==> config.mk <==
export PLATFORM = sky130hd
export DESIGN_NAME = psf_phy_regs
export DESIGN_NICKNAME = d
export VERILOG_FILES = /design/src/pkg/psf_pkg.sv /design/src/pkg/psf_flag_if.sv /design/src/psf_flag_store.sv /design/src/psf_phy_regs.sv /design/src/psf_stretch.sv
export SDC_FILE = /design/constraint.sdc
export NUM_CORES = 1
export LEC_CHECK = 0
export ABC_AREA = 1
export BUFFER_PORTS_ARGS = -buffer_cell sky130_fd_sc_hd__buf_2
export CORE_MARGIN = 8
export CORE_UTILIZATION = 60
export CTS_CLUSTER_DIAMETER = 150
export CTS_CLUSTER_SIZE = 25
export DETAILED_ROUTE_END_ITERATION = 16
export HOLD_SLACK_MARGIN = 0.08
export PLACE_DENSITY = 0.83
export SYNTH_ARGS = -nofsm -noshare
export SYNTH_HDL_FRONTEND = slang
export SYNTH_SLANG_ARGS = --single-unit
==> constraint.sdc <==
create_clock -name core_clk -period 3 [get_ports core_clk]
set_clock_uncertainty 0.15 [all_clocks]
set_input_delay 0.15 -clock core_clk [delete_from_list [all_inputs] [get_ports core_clk]]
set_output_delay 0.15 -clock core_clk [all_outputs]
set_load 0.005 [all_outputs]
==> src/pkg/psf_pkg.sv <==
// Constants for the PHY vendor status and fast-mode control registers
`default_nettype none
package psf_pkg;
    // ----------------------------------------
    // Register addresses
    // ----------------------------------------
    localparam logic [4:0]  PSF_ADDR_STATUS = 5'h1C;
    localparam logic [4:0]  PSF_ADDR_CTRL   = 5'h1D;
    // ----------------------------------------
    // Status field positions
    // ----------------------------------------
    localparam int unsigned PSF_ST_SFD      = 8;
    localparam int unsigned PSF_ST_MANCH    = 7;
    localparam int unsigned PSF_ST_POL      = 6;
    localparam int unsigned PSF_ST_DISC     = 5;
    localparam int unsigned PSF_ST_LOCK     = 4;
    localparam int unsigned PSF_ST_FCAR     = 3;
    localparam int unsigned PSF_ST_JAM      = 2;
    localparam int unsigned PSF_ST_UP100    = 1;
    localparam int unsigned PSF_ST_UP10     = 0;
    localparam logic [15:0] PSF_STICKY_MASK = 16'h01BC;
    localparam logic [15:0] PSF_STATUS_RST  = 16'h0000;
    // ----------------------------------------
    // Control field positions and reset
    // ----------------------------------------
    localparam int unsigned PSF_CT_SOFTRST  = 15;
    localparam int unsigned PSF_CT_FRST_A   = 14;
    localparam int unsigned PSF_CT_FRST_B   = 13;
    localparam int unsigned PSF_CT_TXON     = 12;
    localparam int unsigned PSF_CT_LED      = 11;
    localparam int unsigned PSF_CT_CRSSEL   = 10;
    localparam int unsigned PSF_CT_LINKERR  = 9;
    localparam int unsigned PSF_CT_PKTERR   = 8;
    localparam int unsigned PSF_CT_STRETCH  = 7;
    localparam int unsigned PSF_CT_CODEC    = 6;
    localparam int unsigned PSF_CT_ALIGN    = 5;
    localparam int unsigned PSF_CT_SCRAM    = 4;
    localparam int unsigned PSF_CT_CARIN    = 3;
    localparam int unsigned PSF_CT_JAM      = 2;
    localparam int unsigned PSF_CT_FEF      = 1;
    localparam int unsigned PSF_CT_FIBER    = 0;
    localparam logic [15:0] PSF_CTRL_RST    = 16'h1000;
    localparam logic [15:0] PSF_CTRL_WMASK  = 16'h7FFF;
    // ----------------------------------------
    // Receive error codes on the nibble lines
    // ----------------------------------------
    localparam logic [3:0]  PSF_CODE_MANCH  = 4'h1;
    localparam logic [3:0]  PSF_CODE_LINK   = 4'h2;
    localparam logic [3:0]  PSF_CODE_PKT    = 4'h3;
    // ----------------------------------------
    // Pulse stretch timing
    // ----------------------------------------
    localparam int          PSF_STRETCH_NS  = 42000000;
    localparam int          PSF_CLK_NS      = 8;
    localparam int          PSF_STRETCH_CYC = (PSF_STRETCH_NS + PSF_CLK_NS - 1) / PSF_CLK_NS;
    localparam int          PSF_STR_W       = 23;
endpackage : psf_pkg
`default_nettype wire

==> src/pkg/psf_flag_if.sv <==
// Carrier between the register top and the sticky flag store
`timescale 1ns/1ps
`default_nettype none
interface psf_flag_if;
    logic [15:0] set;
    logic        clr;
    logic [15:0] flags;
    modport owner (output set, output clr, input flags);
    modport store (input set, input clr, output flags);
endinterface : psf_flag_if
`default_nettype wire

==> src/psf_flag_store.sv <==
// Sticky status flags, cleared by read or soft reset
`timescale 1ns/1ps
`default_nettype none
module psf_flag_store
    import psf_pkg::*;
(
    input  wire logic    core_clk,
    input  wire logic    rst_b,
    psf_flag_if.store    fb
);
    // ----------------------------------------
    // Flag storage, a set beats a clear
    // ----------------------------------------
    always_ff @(posedge core_clk or negedge rst_b) begin
        if (!rst_b) begin
            fb.flags <= PSF_STATUS_RST;
        end else if (fb.clr) begin
            fb.flags <= fb.set & PSF_STICKY_MASK;
        end else begin
            fb.flags <= (fb.flags | fb.set) & PSF_STICKY_MASK;
        end
    end
endmodule : psf_flag_store
`default_nettype wire

==> src/psf_phy_regs.sv <==
// Vendor status and fast-mode control registers with their pin effects
`timescale 1ns/1ps
`default_nettype none
// Notes on behaviour
// - 10M: missing SFD sets sticky flag
// - 10M: Manchester error sets flag, drives code
// - 10M: live bit, reversed polarity found and corrected
// - 100M: disconnect latches until read
// - 100M: scrambler lost lock latches until read
// - 100M: false carrier latches until read
// - 100M: forced jam latches until read
// - Live link-up bits for 100M and 10M
// - Soft reset bit restores defaults, self-clears
// - Transmitter off: pos low, neg high
// - LED flashing from bit or pin
// - Carrier sense on receive only when selected
// - Link error code on nibble with error
// - Packet error code when scrambler unlocked
// - Stretch status outputs when enabled
// - Codec bypass from bit or pin
// - Aligner bypass from bit
// - Scrambler bypass from bit or pin
// - Carrier integrity from bit or pin
// - Integrity jam ORed into collision output
// - Far-end fault enable, software uses carefully
// - Fiber mode from bit or pin
// - Autopolarity off blocks polarity correction
module psf_phy_regs
    import psf_pkg::*;
#(
    parameter int STRETCH_CYCLES = PSF_STRETCH_CYC
) (
    input  wire logic        core_clk,
    input  wire logic        rst_b,
    input  wire logic [4:0]  mgmt_addr,
    input  wire logic        mgmt_wr_en,
    input  wire logic        mgmt_rd_en,
    input  wire logic [15:0] mgmt_wdata,
    output logic      [15:0] mgmt_rdata,
    output logic             mgmt_soft_reset,
    input  wire logic        speed_100,
    input  wire logic        sfd_missing_evt,
    input  wire logic        manchester_viol_evt,
    input  wire logic        polarity_reversed,
    input  wire logic        autopolarity_off,
    input  wire logic        disconnect_evt,
    input  wire logic        lock_lost_evt,
    input  wire logic        false_carrier_evt,
    input  wire logic        jam_forced_evt,
    input  wire logic        fast_xcvr_ok,
    input  wire logic        slow_xcvr_ok,
    input  wire logic [3:0]  rx_nibble_in,
    input  wire logic        rx_err_in,
    input  wire logic        link_fault_in,
    input  wire logic        scrambler_locked,
    output logic      [3:0]  mii_rx_nibble,
    output logic             mii_rx_error,
    output logic             polarity_correct,
    input  wire logic        tx_pos_in,
    input  wire logic        tx_neg_in,
    output logic             twisted_pair_pos,
    output logic             twisted_pair_neg,
    input  wire logic        led_flash_pin,
    output logic             led_flash_on,
    input  wire logic        carrier_sense_sel_pin,
    input  wire logic        rx_active,
    input  wire logic        tx_active,
    output logic             mii_carrier_sense_out,
    input  wire logic        col_in,
    input  wire logic        carrier_jam_in,
    output logic             collision_carrier_out,
    input  wire logic [2:0]  status_in,
    output logic      [2:0]  status_out,
    input  wire logic        codec_bypass_pin,
    output logic             codec_bypass,
    output logic             aligner_bypass,
    input  wire logic        scrambler_bypass_pin,
    output logic             scrambler_bypass,
    input  wire logic        carrier_integrity_pin,
    output logic             carrier_integrity_en,
    output logic             far_fault_en,
    input  wire logic        fiber_mode_pin,
    output logic             fiber_mode,
    output logic             factory_reset_a,
    output logic             factory_reset_b
);
    // ----------------------------------------
    // Decode
    // ----------------------------------------
    logic [15:0] ctrl_reg;
    logic        pol_fixed_reg;
    logic        up100_reg;
    logic        up10_reg;
    logic [15:0] status_word;
    logic        wr_ctrl;
    logic        rd_status;
    logic        soft_rst;
    logic        integ_on;

    function automatic logic hit(input logic [4:0] a, input logic [4:0] r);
        return a == r;
    endfunction : hit

    assign wr_ctrl   = mgmt_wr_en && hit(mgmt_addr, PSF_ADDR_CTRL);
    assign rd_status = mgmt_rd_en && hit(mgmt_addr, PSF_ADDR_STATUS);
    assign soft_rst  = wr_ctrl && mgmt_wdata[PSF_CT_SOFTRST];
    assign integ_on  = ctrl_reg[PSF_CT_CARIN] | carrier_integrity_pin;

    // ----------------------------------------
    // Sticky flags
    // ----------------------------------------
    psf_flag_if flag_bus ();

    always_comb begin
        flag_bus.set = 16'h0000;
        flag_bus.set[PSF_ST_SFD]   = sfd_missing_evt && !speed_100;
        flag_bus.set[PSF_ST_MANCH] = manchester_viol_evt && !speed_100;
        flag_bus.set[PSF_ST_DISC]  = disconnect_evt && speed_100;
        flag_bus.set[PSF_ST_LOCK]  = lock_lost_evt && speed_100;
        flag_bus.set[PSF_ST_FCAR]  = false_carrier_evt && speed_100;
        flag_bus.set[PSF_ST_JAM]   = jam_forced_evt && speed_100;
    end

    assign flag_bus.clr = rd_status || soft_rst;

    psf_flag_store u_flags (
        .core_clk (core_clk),
        .rst_b    (rst_b),
        .fb       (flag_bus.store)
    );

    // ----------------------------------------
    // Live status bits
    // ----------------------------------------
    always_ff @(posedge core_clk or negedge rst_b) begin
        if (!rst_b) begin
            pol_fixed_reg    <= 1'b0;
            polarity_correct <= 1'b0;
            up100_reg        <= 1'b0;
            up10_reg         <= 1'b0;
        end else begin
            pol_fixed_reg    <= polarity_reversed && !autopolarity_off && !speed_100;
            polarity_correct <= polarity_reversed && !autopolarity_off && !speed_100;
            up100_reg        <= fast_xcvr_ok;
            up10_reg         <= slow_xcvr_ok;
        end
    end

    always_comb begin
        status_word = flag_bus.flags & PSF_STICKY_MASK;
        status_word[PSF_ST_POL]   = pol_fixed_reg;
        status_word[PSF_ST_UP100] = up100_reg;
        status_word[PSF_ST_UP10]  = up10_reg;
    end

    // ----------------------------------------
    // Control register
    // ----------------------------------------
    always_ff @(posedge core_clk or negedge rst_b) begin
        if (!rst_b) begin
            ctrl_reg        <= PSF_CTRL_RST;
            mgmt_soft_reset <= 1'b0;
        end else begin
            mgmt_soft_reset <= soft_rst;
            if (soft_rst) begin
                ctrl_reg <= PSF_CTRL_RST;
            end else if (wr_ctrl) begin
                ctrl_reg <= mgmt_wdata & PSF_CTRL_WMASK;
            end
        end
    end

    // ----------------------------------------
    // Read port
    // ----------------------------------------
    always_ff @(posedge core_clk or negedge rst_b) begin
        if (!rst_b) begin
            mgmt_rdata <= 16'h0000;
        end else if (mgmt_rd_en) begin
            if (hit(mgmt_addr, PSF_ADDR_STATUS)) begin
                mgmt_rdata <= status_word;
            end else if (hit(mgmt_addr, PSF_ADDR_CTRL)) begin
                mgmt_rdata <= ctrl_reg & PSF_CTRL_WMASK;
            end else begin
                mgmt_rdata <= 16'h0000;
            end
        end
    end

    // ----------------------------------------
    // Receive nibble error codes
    // ----------------------------------------
    always_ff @(posedge core_clk or negedge rst_b) begin
        if (!rst_b) begin
            mii_rx_nibble <= 4'h0;
            mii_rx_error  <= 1'b0;
        end else if (!speed_100 && manchester_viol_evt) begin
            mii_rx_nibble <= PSF_CODE_MANCH;
            mii_rx_error  <= 1'b1;
        end else if (speed_100 && rx_err_in && ctrl_reg[PSF_CT_LINKERR] && link_fault_in) begin
            mii_rx_nibble <= PSF_CODE_LINK;
            mii_rx_error  <= 1'b1;
        end else if (speed_100 && rx_err_in && ctrl_reg[PSF_CT_PKTERR] && !scrambler_locked) begin
            mii_rx_nibble <= PSF_CODE_PKT;
            mii_rx_error  <= 1'b1;
        end else begin
            mii_rx_nibble <= rx_nibble_in;
            mii_rx_error  <= rx_err_in;
        end
    end

    // ----------------------------------------
    // Line and MII side effects
    // ----------------------------------------
    always_ff @(posedge core_clk or negedge rst_b) begin
        if (!rst_b) begin
            twisted_pair_pos      <= 1'b0;
            twisted_pair_neg      <= 1'b0;
            mii_carrier_sense_out <= 1'b0;
            collision_carrier_out <= 1'b0;
        end else begin
            twisted_pair_pos      <= ctrl_reg[PSF_CT_TXON] ? tx_pos_in : 1'b0;
            twisted_pair_neg      <= ctrl_reg[PSF_CT_TXON] ? tx_neg_in : 1'b1;
            mii_carrier_sense_out <= rx_active ||
                                     (tx_active && !(ctrl_reg[PSF_CT_CRSSEL] || carrier_sense_sel_pin));
            collision_carrier_out <= col_in ||
                                     (ctrl_reg[PSF_CT_JAM] && integ_on && carrier_jam_in);
        end
    end

    // ----------------------------------------
    // Mode outputs
    // ----------------------------------------
    always_ff @(posedge core_clk or negedge rst_b) begin
        if (!rst_b) begin
            led_flash_on         <= 1'b0;
            codec_bypass         <= 1'b0;
            aligner_bypass       <= 1'b0;
            scrambler_bypass     <= 1'b0;
            carrier_integrity_en <= 1'b0;
            far_fault_en         <= 1'b0;
            fiber_mode           <= 1'b0;
            factory_reset_a      <= 1'b0;
            factory_reset_b      <= 1'b0;
        end else begin
            led_flash_on         <= ctrl_reg[PSF_CT_LED] || led_flash_pin;
            codec_bypass         <= ctrl_reg[PSF_CT_CODEC] || codec_bypass_pin;
            aligner_bypass       <= ctrl_reg[PSF_CT_ALIGN];
            scrambler_bypass     <= ctrl_reg[PSF_CT_SCRAM] || scrambler_bypass_pin;
            carrier_integrity_en <= integ_on;
            far_fault_en         <= ctrl_reg[PSF_CT_FEF];
            fiber_mode           <= ctrl_reg[PSF_CT_FIBER] || fiber_mode_pin;
            factory_reset_a      <= ctrl_reg[PSF_CT_FRST_A];
            factory_reset_b      <= ctrl_reg[PSF_CT_FRST_B];
        end
    end

    // ----------------------------------------
    // Status stretching
    // ----------------------------------------
    psf_stretch #(
        .CYCLES (STRETCH_CYCLES)
    ) u_stretch (
        .core_clk (core_clk),
        .rst_b    (rst_b),
        .enable   (ctrl_reg[PSF_CT_STRETCH]),
        .din      (status_in),
        .dout     (status_out)
    );
endmodule : psf_phy_regs
`default_nettype wire

==> src/psf_stretch.sv <==
// Stretches three status outputs to a minimum length
`timescale 1ns/1ps
`default_nettype none
module psf_stretch
    import psf_pkg::*;
#(
    parameter int CYCLES = PSF_STRETCH_CYC
) (
    input  wire logic       core_clk,
    input  wire logic       rst_b,
    input  wire logic       enable,
    input  wire logic [2:0] din,
    output logic      [2:0] dout
);
    localparam logic [PSF_STR_W-1:0] LOAD = PSF_STR_W'(CYCLES - 1);
    logic [PSF_STR_W-1:0] cnt_reg [3];

    // ----------------------------------------
    // One hold counter per output
    // ----------------------------------------
    always_ff @(posedge core_clk or negedge rst_b) begin
        if (!rst_b) begin
            for (int i = 0; i < 3; i++) begin
                cnt_reg[i] <= '0;
            end
            dout <= 3'h0;
        end else begin
            for (int i = 0; i < 3; i++) begin
                if (!enable) begin
                    cnt_reg[i] <= '0;
                    dout[i]    <= din[i];
                end else if (din[i]) begin
                    cnt_reg[i] <= LOAD;
                    dout[i]    <= 1'b1;
                end else begin
                    cnt_reg[i] <= (cnt_reg[i] != '0) ? cnt_reg[i] - 1'b1 : cnt_reg[i];
                    dout[i]    <= (cnt_reg[i] != '0);
                end
            end
        end
    end
endmodule : psf_stretch
`default_nettype wire

==> results.json <==
{
  "worst_pin_slew_ns": 0.8477,
  "area_growth_pct": 32.35,
  "combPwrFrac_pct": 24.8,
  "start_kind": "input pin",
  "preCtsSetupSlack_ns": 0.7749,
  "syn_inst": 856,
  "p_clk_share_pct": 38.0,
  "initial_core_util_pct": 61.00,
  "cp_data_required_time_ns": 3.31,
  "io_pins": 97,
  "clkSinkCount": 130,
  "die-height_um": 120.8,
  "synthAdderAreaFrac_pct": 0.5701,
  "ir_drop_mv": 0.6216,
  "largest_reg_flops": 69,
  "synth.avg_cell_area_um2": 7.691,
  "leakagePower_nw": 4.318,
  "timing.rr.start": "ctrl_reg[8]",
  "synth-xor-area-share_pct": 0.5321,
  "synth_warnings": 0,
  "yosysTopAreaCell": "dfrtp_1",
  "slew_headroom_pct": 43.28,
  "final_net_count": 1109,
  "cts_buffers": 17,
  "antenna_found_initial": 1,
  "path_clk_slew_ns": 0.06,
  "max_cap_viol_count": 0,
  "rsz0062_at_grt": "false",
  "regArea_um2": 3254,
  "vias": 7090,
  "final.fill_count": 598,
  "endpoint_kind": "flop",
  "setup_slack_ns": 0.5605,
  "grt_usage_pct": 32.18,
  "die-area_um2": 14580,
  "portBuffers": 95,
  "p_sw_share_pct": 33.34,
  "ant_nets": 0,
  "floorplan.rows": 38,
  "seqPwrFrac_pct": 37.2,
  "drtIter0Drc": 1067,
  "status": "completed",
  "syn_area_um2": 6584,
  "max_freq_mhz": 409.9,
  "postCtsSetupBuffers": 0,
  "cts_tree": "yes",
  "firstDrtPassIters": 7,
  "viasPerCell": 5.899,
  "drc_errors": 0,
  "report.final.slew_viol_count": 0,
  "yosys.cell_types.count": 43,
  "utilization_pct": 80.73,
  "finalSetupTns_ns": 0,
  "final-hold-violation-count": 0,
  "synth_compound_area_share_pct": 8.115,
  "synthMuxAreaShare_pct": 0,
  "synth-simple-area-share_pct": 34.11,
  "worstSetupPathType": "input pin to flop",
  "synth_enable_flop_cells": 0,
  "period_share_pct": 81.32,
  "cts_buffer_depth": 2,
  "internal_power_w": 0.003990,
  "clock_latency_ns": 0.54,
  "root_buffer": "clkbuf_8",
  "dp_hpwl_um": 11350,
  "synthFlopType": "dfrtp_1",
  "multi_input_area_um2": 2856,
  "reg2reg_depth": 8,
  "r2r-end": "mii_rx_nibble[0]",
  "die_x_um": 120.8,
  "rrSetupSlack_ns": 0.61,
  "place.gp.congestion": 0.8794,
  "grt_pass1_vias": 7223,
  "fin_crit_ns": 2.439,
  "async_reset_ff_share_pct": 100.0,
  "final_cell_mix": "nand2_1 (191), nor2_1 (163), dfrtp_1 (129), inv_1 (98), buf_2 (94)",
  "cp_max_fo": 14,
  "synthTopCellsByArea": "dfrtp_1 (49%), nand2_1 (11%), nor2_1 (9.3%)",
  "wl_per_cell_um": 18.62,
  "seq_area_frac_synth_pct": 49.43,
  "p_per_area_nw_per_um2": 686.9,
  "setup_viol": 0,
  "htreeDepth": 4,
  "synth_top_area_share_pct": 49.03,
  "totalWireLength_um": 22380,
  "synth_top_family_by_area": "simple AND/OR/NAND/NOR gates",
  "drive_gt1_share_pct": 16.40,
  "overflow": 0,
  "synth_nets": 917,
  "core-area_um2": 10790,
  "grt_max_degree": 80,
  "arrival_ns": 2.75,
  "ys_seq_elements": 130,
  "grt_pass1_wl_um": 36720,
  "final_common_cell": "nand2_1",
  "hold_path.class": "input pin to async pin",
  "switchingPower_w": 0.001996
}
critical path, stage by stage:
cell,delay (ns)
dlygate4sd3_1,0.55
buf_2,0.15
inv_1,0.39
nand3_1,0.15
dlygate4sd3_1,0.62
o21ai_0,0.12
dlygate4sd3_1,0.62
cell usage after synthesis (3+ instances only):
cell / number
nand2_1: 191
nor3_1: 17
or2_2: 6
dfrtp_1: 129
nor2_2: 20
nand3_2: 3
o21ai_0: 34
buf_4: 5
a21o_1: 3
clkbuf_1: 4
inv_1: 98
buf_2: 3
xnor2_1: 3
nand4_1: 19
nor2_4: 3
nor2_1: 163
a21oi_1: 36
ha_1: 3
nand3_1: 74
o21ai_2: 5
nand2_2: 5
o211ai_1: 6
power by group through the flow:
stage                     clock (W)  combinational, W  sequential (W)
after detailed placement          0           0.00127         0.00222
after floorplan                   0          0.000939         0.00218
after global routing        0.00235           0.00165         0.00225
final                       0.00227           0.00148         0.00223
after CTS                   0.00224           0.00139         0.00219
after global placement            0           0.00124         0.00221
routing by layer:
metal / track usage, % / vias up / share of wire [%]
met1: 36.45 / 3294 / 37
li1: - / 3133 / -
met5: 0 / - / 0
met2: 51.96 / 496 / 48
met3: 9.091 / 167 / 8.8
met4: 22.40 / 0 / 6.7
metrics by stage:
stage / hold slack (ns) / total power, W / area (um^2) / instances
finish: 0.06976 / 0.005985 / 8713 / 1202
global route: 0.1293 / 0.006244 / 8713 / 1202
CTS: 0.08819 / 0.005825 / 8711 / 1201
detailed placement: 0.07307 / 0.003484 / 7182 / 1079
global placement: 0.06891 / 0.003450 / 7182 / 1079
floorplan: -0.2956 / 0.003120 / 6584 / 856
layout make-up:
| type | instances | share of cell area [%] |
|---|---|---|
| sequential | 130 | 37.35 |
| tap | 140 | 2.010 |
| inverter | 101 | 4.351 |
| antenna | 1 | 0.02872 |
| multi-input combinational | 610 | 32.78 |
| timing repair buffer | 188 | 16.27 |
| clock inverter | 9 | 2.082 |
| clock buffer | 23 | 5.126 |
logic make-up (layout without fill, tap and decap cells):
| logic type | count (synthesis) | in the layout |
|---|---|---|
| other cells | 1 | 2 |
| xor+xnor | 4 | 4 |
| buf+inv | 116 | 321 |
| flops | 130 | 130 |
| simple gates | 509 | 509 |
| compound gates | 93 | 93 |
| fa+ha+maj | 3 | 3 |
worst max-delay path by stage:
stage | startpoint | endpoint
floorplan | u_stretch.cnt_reg[0] | u_stretch.dout[2]
global placement | u_stretch.cnt_reg[23] | u_stretch.cnt_reg[43]
detailed placement | u_stretch.cnt_reg[23] | u_stretch.cnt_reg[45]
CTS | u_stretch.cnt_reg[23] | u_stretch.cnt_reg[45]
global route | ctrl_reg[8] | mii_rx_nibble[0]
finish | mgmt_wdata[15] | ctrl_reg[3]
what timing repair did:
item,4_1_cts,5_1_grt
hold endpoints to repair,235,0
resized for setup,0,0
hold buffers,90,0
No activity file was read; power rests on OpenSTA's default activity.
